**config.mk**
```make
export PLATFORM = sky130hd
export DESIGN_NAME = tsw_fault_words
export DESIGN_NICKNAME = d
export VERILOG_FILES = /design/src/hdl/tsw_pkg.sv /design/src/hdl/tsw_chan_range.sv /design/src/hdl/tsw_fault_words.sv
export VERILOG_INCLUDE_DIRS = /design/src /design/src/hdl
export SDC_FILE = /design/constraint.sdc
export NUM_CORES = 1
export LEC_CHECK = 0
export BUFFER_PORTS_ARGS = -buffer_cell sky130_fd_sc_hd__buf_4
export CAP_MARGIN = 20
export CORE_ASPECT_RATIO = 0.75
export CORE_MARGIN = 5
export CORE_UTILIZATION = 35
export CTS_CLUSTER_DIAMETER = 150
export DETAILED_ROUTE_END_ITERATION = 7
export GPL_ROUTABILITY_DRIVEN = 0
export GPL_TIMING_DRIVEN = 1
export SKIP_LAST_GASP = 1
export SYNTH_ARGS = -nofsm -noshare
export SYNTH_HDL_FRONTEND = slang
export SYNTH_SLANG_ARGS = --single-unit
```
**constraint.sdc**
```tcl
create_clock -name pclk -period 2.3 [get_ports pclk]
set_input_delay 0.23 -clock pclk [delete_from_list [all_inputs] [get_ports pclk]]
set_output_delay 0.23 -clock pclk [all_outputs]
set_load 0.02 [all_outputs]
```
**src/hdl/tsw_cfg.svh**
```systemverilog
`ifndef TSW_CFG_SVH
`define TSW_CFG_SVH

// ****************************************
// Register byte offsets
// ****************************************
`define TSW_OFF_MOD_FAULT   8'h00
`define TSW_OFF_CHAN_FAULT  8'h04
`define TSW_OFF_CHAN_STAT   8'h08
`define TSW_OFF_IRQ_STAT    8'h0C
`define TSW_OFF_IRQ_MASK    8'h10
`define TSW_OFF_MIN_LEVEL   8'h14
`define TSW_OFF_MAX_LEVEL   8'h18
`define TSW_OFF_CJ_TEMP     8'h1C

// ****************************************
// Module fault word bit positions
// ****************************************
`define TSW_MF_ANALOG_GRP   15
`define TSW_MF_INPUT_GRP    14
`define TSW_MF_CALIBRATING  13
`define TSW_MF_CJ_LOW       11
`define TSW_MF_CJ_HIGH      10
`define TSW_MF_CAL_FAULT    9

// ****************************************
// Channel words
// ****************************************
`define TSW_NUM_CHAN        6
`define TSW_STAT_LOW_TOP    15
`define TSW_STAT_HIGH_TOP   14
`define TSW_CF_CAL_PATTERN  16'h003F
`define TSW_CF_COMM_PATTERN 16'hFFFF

// ****************************************
// Cold junction limits, sample in 1/16 degC
// ****************************************
`define TSW_CJ_FRAC_BITS    4
`define TSW_CJ_LOW_DEGC     0
`define TSW_CJ_HIGH_DEGC    86

// ****************************************
// Interrupt status bits
// ****************************************
`define TSW_IRQ_W           6
`define TSW_IRQ_CH_LOW      0
`define TSW_IRQ_CH_HIGH     1
`define TSW_IRQ_CAL_FAULT   2
`define TSW_IRQ_CJ_LOW      3
`define TSW_IRQ_CJ_HIGH     4
`define TSW_IRQ_COMM        5

// ****************************************
// Reset values
// ****************************************
`define TSW_RST_WORD        16'h0000
`define TSW_RST_IRQ         6'h00
`define TSW_RST_MIN_LEVEL   16'h8000
`define TSW_RST_MAX_LEVEL   16'h7FFF

`endif

```
**src/hdl/tsw_pkg.sv**
```systemverilog
`default_nettype none
`include "tsw_cfg.svh"

package tsw_pkg;
    typedef logic        [15:0]              tsw_word_t;
    typedef logic signed [15:0]              tsw_sample_t;
    typedef logic        [`TSW_NUM_CHAN-1:0] tsw_chan_vec_t;
    typedef logic        [`TSW_IRQ_W-1:0]    tsw_irq_vec_t;
    typedef logic        [16*`TSW_NUM_CHAN-1:0] tsw_samples_t;
endpackage
`default_nettype wire

```
**src/hdl/tsw_chan_range.sv**
```systemverilog
`timescale 1ns/1ns
`default_nettype none
`include "tsw_cfg.svh"

module tsw_chan_range (
    input  wire  logic                 pclk,
    input  wire  logic                 presetn,
    input  wire  tsw_pkg::tsw_samples_t chan_value,
    input  wire  tsw_pkg::tsw_sample_t min_level,
    input  wire  tsw_pkg::tsw_sample_t max_level,
    output logic [`TSW_NUM_CHAN-1:0]   channel_low_range_flag,
    output logic [`TSW_NUM_CHAN-1:0]   channel_high_range_flag
);
    import tsw_pkg::*;

    // ****************************************
    // Per-channel range compare
    // ****************************************
    genvar ch;
    generate
        for (ch = 0; ch < `TSW_NUM_CHAN; ch = ch + 1) begin : g_chan
            tsw_sample_t sample;
            assign sample = tsw_sample_t'(chan_value[16*ch +: 16]);

            always_ff @(posedge pclk or negedge presetn) begin
                if (!presetn) begin
                    channel_low_range_flag[ch]  <= 1'b0;
                    channel_high_range_flag[ch] <= 1'b0;
                end else begin
                    // Inclusive edges
                    channel_low_range_flag[ch]  <= (sample <= min_level);
                    channel_high_range_flag[ch] <= (sample >= max_level);
                end
            end
        end
    endgenerate

endmodule // tsw_chan_range
`default_nettype wire

```
**src/hdl/tsw_fault_words.sv**
```systemverilog
// Added by the designer: register access over APB and the placing of the registers.
`timescale 1ns/1ns
`default_nettype none
`include "tsw_cfg.svh"

// How it works
// - Module flags sit in bits 15 to 8
// - Analog group set when channel fault nonzero
// - Input group mirrors analog group fault
// - Calibrating sets flag and forces fault word
// - Any channel calibration fault sets module flag
// - Channel calibration fault drives module bit 9
// - Junction below zero degrees sets low flag
// - Junction above 86 degrees sets high flag
// - Calibration without link loss shows fault word 003F
// - Communication loss shows fault word FFFF
// - Status reports only under and over range
// - No per-channel cal status, module flag kept
// - One packed status word for six channels
// - Low range flags on odd bits 15..5
// - High range flags on even bits 14..4
// - At or below minimum sets low, fault bit
// - At or above maximum sets high, fault bit
module tsw_fault_words (
    input  wire  logic                  pclk,
    input  wire  logic                  presetn,
    input  wire  logic [7:0]            paddr,
    input  wire  logic                  psel,
    input  wire  logic                  penable,
    input  wire  logic                  pwrite,
    input  wire  logic [31:0]           pwdata,
    output logic [31:0]                 prdata,
    output logic                        pready,
    output logic                        pslverr,
    input  wire  tsw_pkg::tsw_samples_t chan_value,
    input  wire  tsw_pkg::tsw_sample_t  cj_temp,
    input  wire  tsw_pkg::tsw_chan_vec_t chan_cal_active,
    input  wire  tsw_pkg::tsw_chan_vec_t chan_cal_bad,
    input  wire  logic                  comm_fault,
    output tsw_pkg::tsw_word_t          module_fault_flags_word,
    output tsw_pkg::tsw_word_t          channel_fault_summary_word,
    output tsw_pkg::tsw_word_t          packed_channel_range_status,
    output logic                        irq
);
    import tsw_pkg::*;

    // ****************************************
    // Declarations
    // ****************************************
    localparam tsw_sample_t CJ_LOW_LIMIT =
        tsw_sample_t'(`TSW_CJ_LOW_DEGC <<< `TSW_CJ_FRAC_BITS);
    localparam tsw_sample_t CJ_HIGH_LIMIT =
        tsw_sample_t'(`TSW_CJ_HIGH_DEGC <<< `TSW_CJ_FRAC_BITS);

    tsw_sample_t   min_level_reg;
    tsw_sample_t   max_level_reg;
    tsw_irq_vec_t  irq_status_reg;
    tsw_irq_vec_t  irq_mask_reg;
    tsw_irq_vec_t  irq_event;
    tsw_chan_vec_t low_flag;
    tsw_chan_vec_t high_flag;
    tsw_word_t     chan_fault_next;
    tsw_word_t     chan_status_next;
    tsw_word_t     mod_fault_next;
    logic          cal_any;
    logic          cal_bad_any;
    logic          cj_low;
    logic          cj_high;
    logic          wr_fire;
    logic          rd_fire;
    logic [31:0]   rd_data;
    logic          rd_hit;

    // ****************************************
    // Channel range detection
    // ****************************************
    tsw_chan_range u_range (
        .pclk                    (pclk),
        .presetn                 (presetn),
        .chan_value              (chan_value),
        .min_level               (min_level_reg),
        .max_level               (max_level_reg),
        .channel_low_range_flag  (low_flag),
        .channel_high_range_flag (high_flag)
    );

    assign cal_any     = |chan_cal_active;
    // Per-channel cal status is not reported, only its rollup
    assign cal_bad_any = |chan_cal_bad;
    assign cj_low      = (cj_temp < CJ_LOW_LIMIT);
    assign cj_high     = (cj_temp > CJ_HIGH_LIMIT);

    // ****************************************
    // Word assembly
    // ****************************************
    always_comb begin
        chan_status_next = `TSW_RST_WORD;
        for (int i = 0; i < `TSW_NUM_CHAN; i++) begin
            // Alarm bits have no place here
            chan_status_next[`TSW_STAT_LOW_TOP - 2*i]  = low_flag[i];
            chan_status_next[`TSW_STAT_HIGH_TOP - 2*i] = high_flag[i];
        end
    end

    always_comb begin
        chan_fault_next = `TSW_RST_WORD;
        if (comm_fault) begin
            // Link loss wins over calibration
            chan_fault_next = `TSW_CF_COMM_PATTERN;
        end else if (cal_any) begin
            chan_fault_next = `TSW_CF_CAL_PATTERN;
        end else begin
            for (int i = 0; i < `TSW_NUM_CHAN; i++) begin
                chan_fault_next[i] = low_flag[i] | high_flag[i];
            end
        end
    end

    always_comb begin
        mod_fault_next = `TSW_RST_WORD;
        // Low byte stays zero
        mod_fault_next[`TSW_MF_ANALOG_GRP]  = |chan_fault_next;
        mod_fault_next[`TSW_MF_INPUT_GRP]   = |chan_fault_next;
        mod_fault_next[`TSW_MF_CALIBRATING] = cal_any;
        mod_fault_next[`TSW_MF_CJ_LOW]      = cj_low;
        mod_fault_next[`TSW_MF_CJ_HIGH]     = cj_high;
        mod_fault_next[`TSW_MF_CAL_FAULT]   = cal_bad_any;
    end

    always_ff @(posedge pclk or negedge presetn) begin
        if (!presetn) begin
            module_fault_flags_word     <= `TSW_RST_WORD;
            channel_fault_summary_word  <= `TSW_RST_WORD;
            packed_channel_range_status <= `TSW_RST_WORD;
        end else begin
            module_fault_flags_word     <= mod_fault_next;
            channel_fault_summary_word  <= chan_fault_next;
            packed_channel_range_status <= chan_status_next;
        end
    end

    // ****************************************
    // APB slave, one wait state
    // ****************************************
    assign wr_fire = psel & penable & pready & pwrite;
    assign rd_fire = psel & penable & ~pready;

    always_comb begin
        rd_data = 32'h0000_0000;
        rd_hit  = 1'b1;
        unique case (paddr)
            `TSW_OFF_MOD_FAULT:  rd_data[15:0] = module_fault_flags_word;
            `TSW_OFF_CHAN_FAULT: rd_data[15:0] = channel_fault_summary_word;
            `TSW_OFF_CHAN_STAT:  rd_data[15:0] = packed_channel_range_status;
            `TSW_OFF_IRQ_STAT:   rd_data[`TSW_IRQ_W-1:0] = irq_status_reg;
            `TSW_OFF_IRQ_MASK:   rd_data[`TSW_IRQ_W-1:0] = irq_mask_reg;
            `TSW_OFF_MIN_LEVEL:  rd_data[15:0] = min_level_reg;
            `TSW_OFF_MAX_LEVEL:  rd_data[15:0] = max_level_reg;
            `TSW_OFF_CJ_TEMP:    rd_data[15:0] = cj_temp;
            default:             rd_hit = 1'b0;
        endcase
    end

    always_ff @(posedge pclk or negedge presetn) begin
        if (!presetn) begin
            pready  <= 1'b0;
            prdata  <= 32'h0000_0000;
            pslverr <= 1'b0;
        end else begin
            pready  <= rd_fire;
            prdata  <= rd_fire && !pwrite ? rd_data : 32'h0000_0000;
            pslverr <= rd_fire & ~rd_hit;
        end
    end

    always_ff @(posedge pclk or negedge presetn) begin
        if (!presetn) begin
            min_level_reg <= tsw_sample_t'(`TSW_RST_MIN_LEVEL);
            max_level_reg <= tsw_sample_t'(`TSW_RST_MAX_LEVEL);
            irq_mask_reg  <= `TSW_RST_IRQ;
        end else if (wr_fire) begin
            if (paddr == `TSW_OFF_MIN_LEVEL) begin
                min_level_reg <= tsw_sample_t'(pwdata[15:0]);
            end
            if (paddr == `TSW_OFF_MAX_LEVEL) begin
                max_level_reg <= tsw_sample_t'(pwdata[15:0]);
            end
            if (paddr == `TSW_OFF_IRQ_MASK) begin
                irq_mask_reg <= pwdata[`TSW_IRQ_W-1:0];
            end
        end
    end

    // ****************************************
    // Interrupts
    // ****************************************
    always_comb begin
        irq_event = `TSW_RST_IRQ;
        irq_event[`TSW_IRQ_CH_LOW]    = |low_flag;
        irq_event[`TSW_IRQ_CH_HIGH]   = |high_flag;
        irq_event[`TSW_IRQ_CAL_FAULT] = cal_bad_any;
        irq_event[`TSW_IRQ_CJ_LOW]    = cj_low;
        irq_event[`TSW_IRQ_CJ_HIGH]   = cj_high;
        irq_event[`TSW_IRQ_COMM]      = comm_fault;
    end

    // Set beats write-one-clear in the same cycle
    always_ff @(posedge pclk or negedge presetn) begin
        if (!presetn) begin
            irq_status_reg <= `TSW_RST_IRQ;
        end else if (wr_fire && paddr == `TSW_OFF_IRQ_STAT) begin
            irq_status_reg <= (irq_status_reg & ~pwdata[`TSW_IRQ_W-1:0]) | irq_event;
        end else begin
            irq_status_reg <= irq_status_reg | irq_event;
        end
    end

    always_ff @(posedge pclk or negedge presetn) begin
        if (!presetn) begin
            irq <= 1'b0;
        end else begin
            irq <= |((irq_status_reg | irq_event) & irq_mask_reg);
        end
    end
endmodule // tsw_fault_words
`default_nettype wire

```
==> metrics.csv, run 1 <==
stage;metric;value;unit
run_status;status;finished, violations left;
run_status;violated checks;negative setup slack;
worst_hold_path;HP Class;input port to flip-flop;
pwr;worst vdd ir;0.348;mV
synth;Post-synth EDFFs;0;
place;dpl cells;1563;
worst_setup_path;crit path max fanout;4;
pwr;Lkg Pwr;0.00609;uW
clocking;clock slew at reported path FFs;70;ps
synth;Post-synth top flop;dfrtp_1;
timing;post-route minimum period;2420;ps
synth;most common cell in the netlist;ha_1;
die;Core ar.;0.0248;mm2
routing;initial DRC count;688;
timing;PnR worst setup slack;-116;ps
synth;Seq/Total Area, Yosys;0.286;
worst_setup_path;worst r2r src;max_level_reg[9];
synth;ys async rst share;1.00;
global_routing;largest net degree at the start of global routing;44;
die;IO Count;253;
clocking;CTS buffer count;9;
worst_setup_path;Worst Setup Start Kind;flip-flop;
timing;maximum clock rate;414;MHz
final_layout;Layout Utilization;0.495;
synth;mean area per synthesized cell;9.00;um2
routing;Pre-Repair DR Iteration Count;5;
synth;Synth Warn #;0;
final_layout;non-filler cells, final;1612;
worst_setup_path;CP Capture Type;flip-flop;
timing;final hold viol count;0;
global_routing;vias in the first global route;8334;
synth;area leader, netlist;ha_1;
global_routing;first-pass GRT wire length;48.2;mm
clocking;Clock Sinks;99;
place;detailed placement HPWL;26.4;mm
global_routing;Global Route Usage Sum;0.224;
routing;final wirelength;33.2;mm
timing;Final Max Slew Viols;0;
place;Port Buffers;206;
die;Die Wd;192;um
clocking;H-tree lvl count;3;
synth;Post-Synthesis Cells;970;
routing;routed vias;8589;
worst_hold_path;Hold Startpoint;comm_fault;
timing;measured slew at the worst slew-check pin;747;ps
worst_setup_path;Worst Setup SP;max_level_reg[9];
global_routing;antenna violations before repair;1;
die;site row count;50;
clocking;Root Buffer;clkbuf_16;
timing;RSZ-0062 raised after global routing;yes;
die;Initial Utilization;0.352;
timing;Setup violations, final;8;
routing;DR vias/cell;5.33;
global_routing;total gr overflow;0;
run;total of max-cap violations;0;
synth;dominant cells by area after synthesis;ha_1 (28%), dfrtp_1 (24%), nand2_1 (5.4%);
clocking;worst-skew pair later-pin latency;340;ps
timing;clk_skew;9.06;ps
final_layout;Syn-to-layout area delta;40.6;%
routing;DRT antenna net count;0;
worst_setup_path;flop-to-flop setup slack;-120;ps
final_layout;nets;1631;
clocking;clock tree buffer depth;2;
die;die area;0.0282;mm2
die;chip height;147;um
synth;#FFs+latches synth;99;
pwr;Pwr Density;353;mW/mm2
synth;Mapped Area;0.00873;mm2
worst_setup_path;Crit Path Category;flip-flop to flip-flop;
routing;# DRC;0;
final_layout;ratio of cells with drive above 1 in the final layout;0.359;
final_layout;Antenna Diode Count;0;
synth;top post-synthesis cells by count;ha_1 (192), nand2_1 (125), a21oi_1 (93), dfrtp_1 (83), o21ai_0 (69);
worst_setup_path;CP arrival;2690;ps
worst_setup_path;Data required, critical path;2580;ps
timing;Slew headroom;0.497;
clocking;CTS tree;yes;
synth;top-area cell type share of the netlist area;0.275;
synth;Yosys cell types;50;
routing;Routed wire per std cell;20.6;um
timing;Final Cycle Share;1.05;
-- repair_timing --
item                                    in CTS  in global routing
hold buffers                                 1                  0
pin swaps                                   14                 23
hold endpoints to repair                    35                  0
endpoints found under the setup margin      10                 12
resized for setup                           44                 64
gates cloned                                 0                  0
setup buffers                               11                 22
-- worst paths after layout --
kind | to | depth (start not counted)
setup / recovery | u_range.channel_high_range_flag[1] | 8
hold / removal | channel_fault_summary_word[14] | 1
setup reg to reg | u_range.channel_high_range_flag[1] | 8
hold reg to reg | packed_channel_range_status[4] | 0
max in group asynchronous | max_level_reg[8] | 3
min in group asynchronous | min_level_reg[10] | 2
-- worst max-delay path, stage by stage (launching register included) --
cell        delay [ps]
dfstp_2            560
clkinvlp_4         200
buf_6              170
buf_4              140
ha_1               290
nand4_1            200
buf_4              230
o41ai_4            360
mux2_4             210
-- stage by stage --
stage | hold WS (ps) | power [uW] | setup slack, ps | setup TNS [ps] | instance area (um2)
2_1_floorplan | -65.6 | 2280 | 81.5 | 0 | 8840
3_3_place_gp | 276 | 2720 | -85.0 | -201 | 11100
3_5_place_dp | 274 | 2740 | -140 | -573 | 11100
4_1_cts | 13.4 | 4310 | -66.9 | -247 | 11700
5_1_grt | 12.3 | 4540 | -189 | -1170 | 12300
6_report | 27.2 | 4340 | -116 | -402 | 12300
-- cells by family (layout without fill, tap and decap cells) --
| logic type | Yosys count | after routing | share of synthesized area |
|---|---|---|---|
| AOI/OAI and AO/OA | 251 | 251 | 0.173 |
| and+or+nand+nor | 282 | 282 | 0.154 |
| muxes | 40 | 40 | 0.0487 |
| buffers and inverters | 105 | 380 | 0.0631 |
| DFF | 99 | 99 | 0.286 |
| adders and majority gates | 192 | 192 | 0.275 |
| other | 1 | 30 | 0.000430 |
-- layer usage --
metal	up-vias	part of all wire	global-route usage
li1	4122	-	-
met1	4076	0.46	0.319
met2	317	0.43	0.331
met3	72	0.073	0.0582
met4	2	0.038	0.0777
met5	-	0.00060	0
-- area by class of cell --
type,instances,area [um2]
clock buffers,12,256
clock inverters,4,50.0
multi-input cells,795,6310
well taps,338,423
repair buffers,320,2530
inverters,44,210
fillers,2328,12500
flip-flops and latches,99,2500
-- power by group --
group / internal [uW] / total, uW / switching [uW] / leakage (uW)
clock: 902 / 1550 / 649 / 0.000145
combinational: 437 / 978 / 541 / 0.00485
sequential: 1770 / 1810 / 34.3 / 0.00110
total: 3110 / 4340 / 1220 / 0.00609
-- layout by cell type (no fill, tap or decap), types with 4 or more instances in the layout --
master,synthesis,final
mux2_4,0,6
clkinvlp_4,0,14
o21ai_1,1,4
nor2_1,45,45
a21o_1,23,23
a21oi_2,0,16
nand2_1,125,117
mux2_2,20,14
conb_1,1,30
a31oi_1,5,5
a21oi_1,93,77
buf_4,40,302
nor2b_1,11,11
a221oi_1,6,5
o211ai_1,10,10
dfstp_2,16,16
buf_12,0,7
clkbuf_16,0,9
buf_6,0,10
o21bai_1,4,4
mux2i_1,20,20
ha_4,0,22
dfrtp_1,83,83
inv_1,44,29
nor3_1,8,8
a2111o_1,4,4
ha_1,192,170
nand3_1,21,21
nand2_2,0,6
a211oi_1,8,6
a22oi_1,6,6
nor4_1,15,12
nand4_1,37,37
o21ai_0,69,66
Power figures use the tool's default switching activity.
==> run 2: changes to the inputs <==
--- a/config.mk
+++ b/config.mk
@@ -10,7 +10,7 @@
 export CAP_MARGIN = 20
 export CORE_ASPECT_RATIO = 0.75
 export CORE_MARGIN = 5
-export CORE_UTILIZATION = 35
+export CORE_UTILIZATION = 30
 export CTS_CLUSTER_DIAMETER = 150
 export DETAILED_ROUTE_END_ITERATION = 7
 export GPL_ROUTABILITY_DRIVEN = 0
==> metrics.csv, run 2 (synthesized netlist as in run 1, its figures left out) <==
stage;metric;value;unit;change
worst_setup_path;CP Capture Type;flip-flop;;
pwr;Lkg Pwr;0.00593;uW;-2.7%
global_routing;antenna violations before repair;3;;+2
global_routing;vias in the first global route;8188;;-1.8%
timing;clk_skew;6.52;ps;-2.55 ps
pwr;Sw Share;0.301;;+0.0191
routing;# DRC;0;;unchanged
die;Die Wd;207;um;+7.6%
timing;Setup violations, final;8;;unchanged
routing;DR vias/cell;5.14;;-3.6%
worst_setup_path;r2r worst-path depth;8;;unchanged
pwr;Gate power share;0.221;;-0.005
die;IO Count;253;;unchanged
place;Port Buffers;206;;unchanged
clocking;CTS tree;yes;;
final_layout;most frequent cells in the layout;buf_4 (258), ha_1 (180), nand2_1 (122), a21oi_1 (84), dfrtp_1 (83);;
routing;DRT antenna net count;0;;unchanged
timing;Final Max Slew Viols;0;;unchanged
global_routing;total gr overflow;0;;unchanged
pwr;Pwr Density;362;mW/mm2;+2.4%
worst_hold_path;WHS Endpoint;module_fault_flags_word[11];;
pwr;Pint;2990;uW;-4.0%
worst_setup_path;worst r2r src;min_level_reg[15];;
worst_hold_path;Hold Startpoint;cj_temp[15];;
global_routing;Global Route Usage Sum;0.199;;-0.0258
pwr;Psw;1290;uW;+5.3%
timing;measured slew at the worst slew-check pin;851;ps;+104 ps
timing;Slew headroom;0.430;;-0.0675
global_routing;largest net degree at the start of global routing;52;;+18%
worst_setup_path;CP arrival;2630;ps;-60 ps
timing;Fin Setup TNS;-355;ps;+47.7 ps
worst_setup_path;delay-heaviest family, CP;simple AND/OR/NAND/NOR gates;;
routing;routed vias;8354;;-2.7%
global_routing;GR met1 Demand/Resource;0.277;;-0.0420
worst_hold_path;HP Class;input port to flip-flop;;
clocking;worst-skew pair later-pin latency;360;ps;+20 ps
timing;PnR worst setup slack;-81.0;ps;+34.8 ps
routing;final wirelength;33.4;mm;+0.72%
worst_hold_path;hold depth;1;;unchanged
final_layout;Syn-to-layout area delta;35.5;%;
worst_setup_path;Data required, critical path;2550;ps;-30 ps
clocking;CTS buffer count;9;;unchanged
global_routing;first-pass GRT wire length;48.8;mm;+1.2%
global_routing;M3 GR Usage;0.0405;;-0.0176
global_routing;M2 GR Usage;0.315;;-0.0160
global_routing;gr busiest metal;met2;;
worst_setup_path;FF-to-FF End;u_range.channel_low_range_flag[4];;
timing;WHS;61.8;ps;+34.6 ps
worst_setup_path;Buf/Inv on CP;2;;-2
clocking;clock slew at reported path FFs;70;ps;about the same
worst_setup_path;crit path max fanout;5;;+1
final_layout;ratio of cells with drive above 1 in the final layout;0.309;;-0.0495
worst_setup_path;flop-to-flop setup slack;-80;ps;+30 ps
die;Initial Utilization;0.302;;-0.0505
worst_setup_path;Worst Setup Start Kind;flip-flop;;
final_layout;fill cell count;2896;;+24%
clocking;H-tree lvl count;3;;unchanged
worst_setup_path;slowest cell on the critical path;dfstp_2;;
run;total of max-cap violations;0;;unchanged
clocking;Root Buffer;clkbuf_16;;
worst_setup_path;Worst Setup SP;min_level_reg[15];;
die;die area;0.0326;mm2;+16%
pwr;Clk network pwr share;0.356;;about the same
worst_setup_path;Crit Path Category;flip-flop to flip-flop;;
final_layout;nets;1589;;-2.6%
die;Core ar.;0.0289;mm2;+17%
run_status;status;finished, violations left;;
routing;Routed wire per std cell;20.5;um;-0.14%
clocking;Clock Sinks;99;;unchanged
worst_setup_path;max incr delay on CP;530;ps;-30 ps
die;chip height;158;um;+7.5%
pwr;Reg power frac;0.423;;+0.006
timing;final hold viol count;0;;unchanged
routing;Pre-Repair DR Iteration Count;5;;unchanged
die;site row count;54;;+8.0%
run_status;violated checks;negative setup slack;;
pwr;worst vdd ir;0.341;mV;-1.9%
timing;maximum clock rate;420;MHz;+1.5%
timing;RSZ-0062 raised after global routing;yes;;
place;detailed placement HPWL;27.3;mm;+3.6%
timing;Final Cycle Share;1.04;;-0.0151
final_layout;register area;0.00250;mm2;unchanged
final_layout;area of the multi-input gates;0.00610;mm2;-3.2%
worst_setup_path;CP cell instances;inv_1 > buf_12 > ha_1 > nand4_1 > or2_2 > a211oi_2 > nor4b_2 > mux2_2;;
final_layout;commonest non-fill, non-tap cell in the layout;buf_4;;
routing;initial DRC count;691;;+0.44%
clocking;clock tree buffer depth;2;;unchanged
timing;post-route minimum period;2380;ps;-34.8 ps
run 2: what timing repair did:
action                                  4_1_cts  5_1_grt
pin swaps                                    19       10
endpoints found under the hold margin        43        0
endpoints found under the setup margin       11       12
buffers inserted                              4        5
gates cloned                                  0        0
hold buffers                                  2        0
resized for setup                            41       22
run 2: layer usage:
metal | vias to the layer above | wire, um
met3 | 51 | 2230
met1 | 3980 | 15000
li1 | 4043 | -
met2 | 278 | 15400
met4 | 2 | 755
met5 | - | 13
run 2: power groups by stage:
stage               sequential (uW)  combinational (uW)  clock (uW)
finish                         1810                 946        1520
global route                   1810                1040        1610
CTS                            1810                 927        1530
detailed placement             1840                 897           0
global placement               1840                 880           0
floorplan                      1850                 436           0
run 2: how the worst max path moves through the flow:
stage | end | slack [ps] | cells after the start
detailed placement | u_range.channel_high_range_flag[0] | -80 | 7
global placement | u_range.channel_high_range_flag[3] | -40 | 8
floorplan | u_range.channel_high_range_flag[0] | 80 | 7
CTS | u_range.channel_low_range_flag[4] | -70 | 8
finish | u_range.channel_low_range_flag[4] | -80 | 8
global route | u_range.channel_low_range_flag[4] | -180 | 8
run 2: worst reg2reg max path, cell delays in order, from the launching register on:
cell	delay [ps]
dfstp_2	530
inv_1	160
buf_12	190
ha_1	290
nand4_1	130
or2_2	360
a211oi_2	250
nor4b_2	80
mux2_2	270
run 2: layout make-up:
type                            count  share of cell area
Antenna cell                        2            0.000423
Clock inverter                      5             0.00317
Multi-Input combinational cell    795               0.516
Tap cell                          392              0.0415
Clock buffer                       11              0.0214
Timing Repair Buffer              278               0.191
Sequential cell                    99               0.211
Inverter                           44              0.0156
run 2: stage by stage:
stage          area (um2)  instances  worst slack [ps]  power [uW]   util
2_1_floorplan        8840        999              81.5        2280      -
3_3_place_gp        11100       1597             -40.9        2720  0.382
3_5_place_dp        11100       1597             -79.8        2740  0.382
4_1_cts             11700       1619             -67.7        4270  0.403
5_1_grt             11800       1626              -180        4460  0.409
6_report            11800       1626             -81.0        4280  0.409
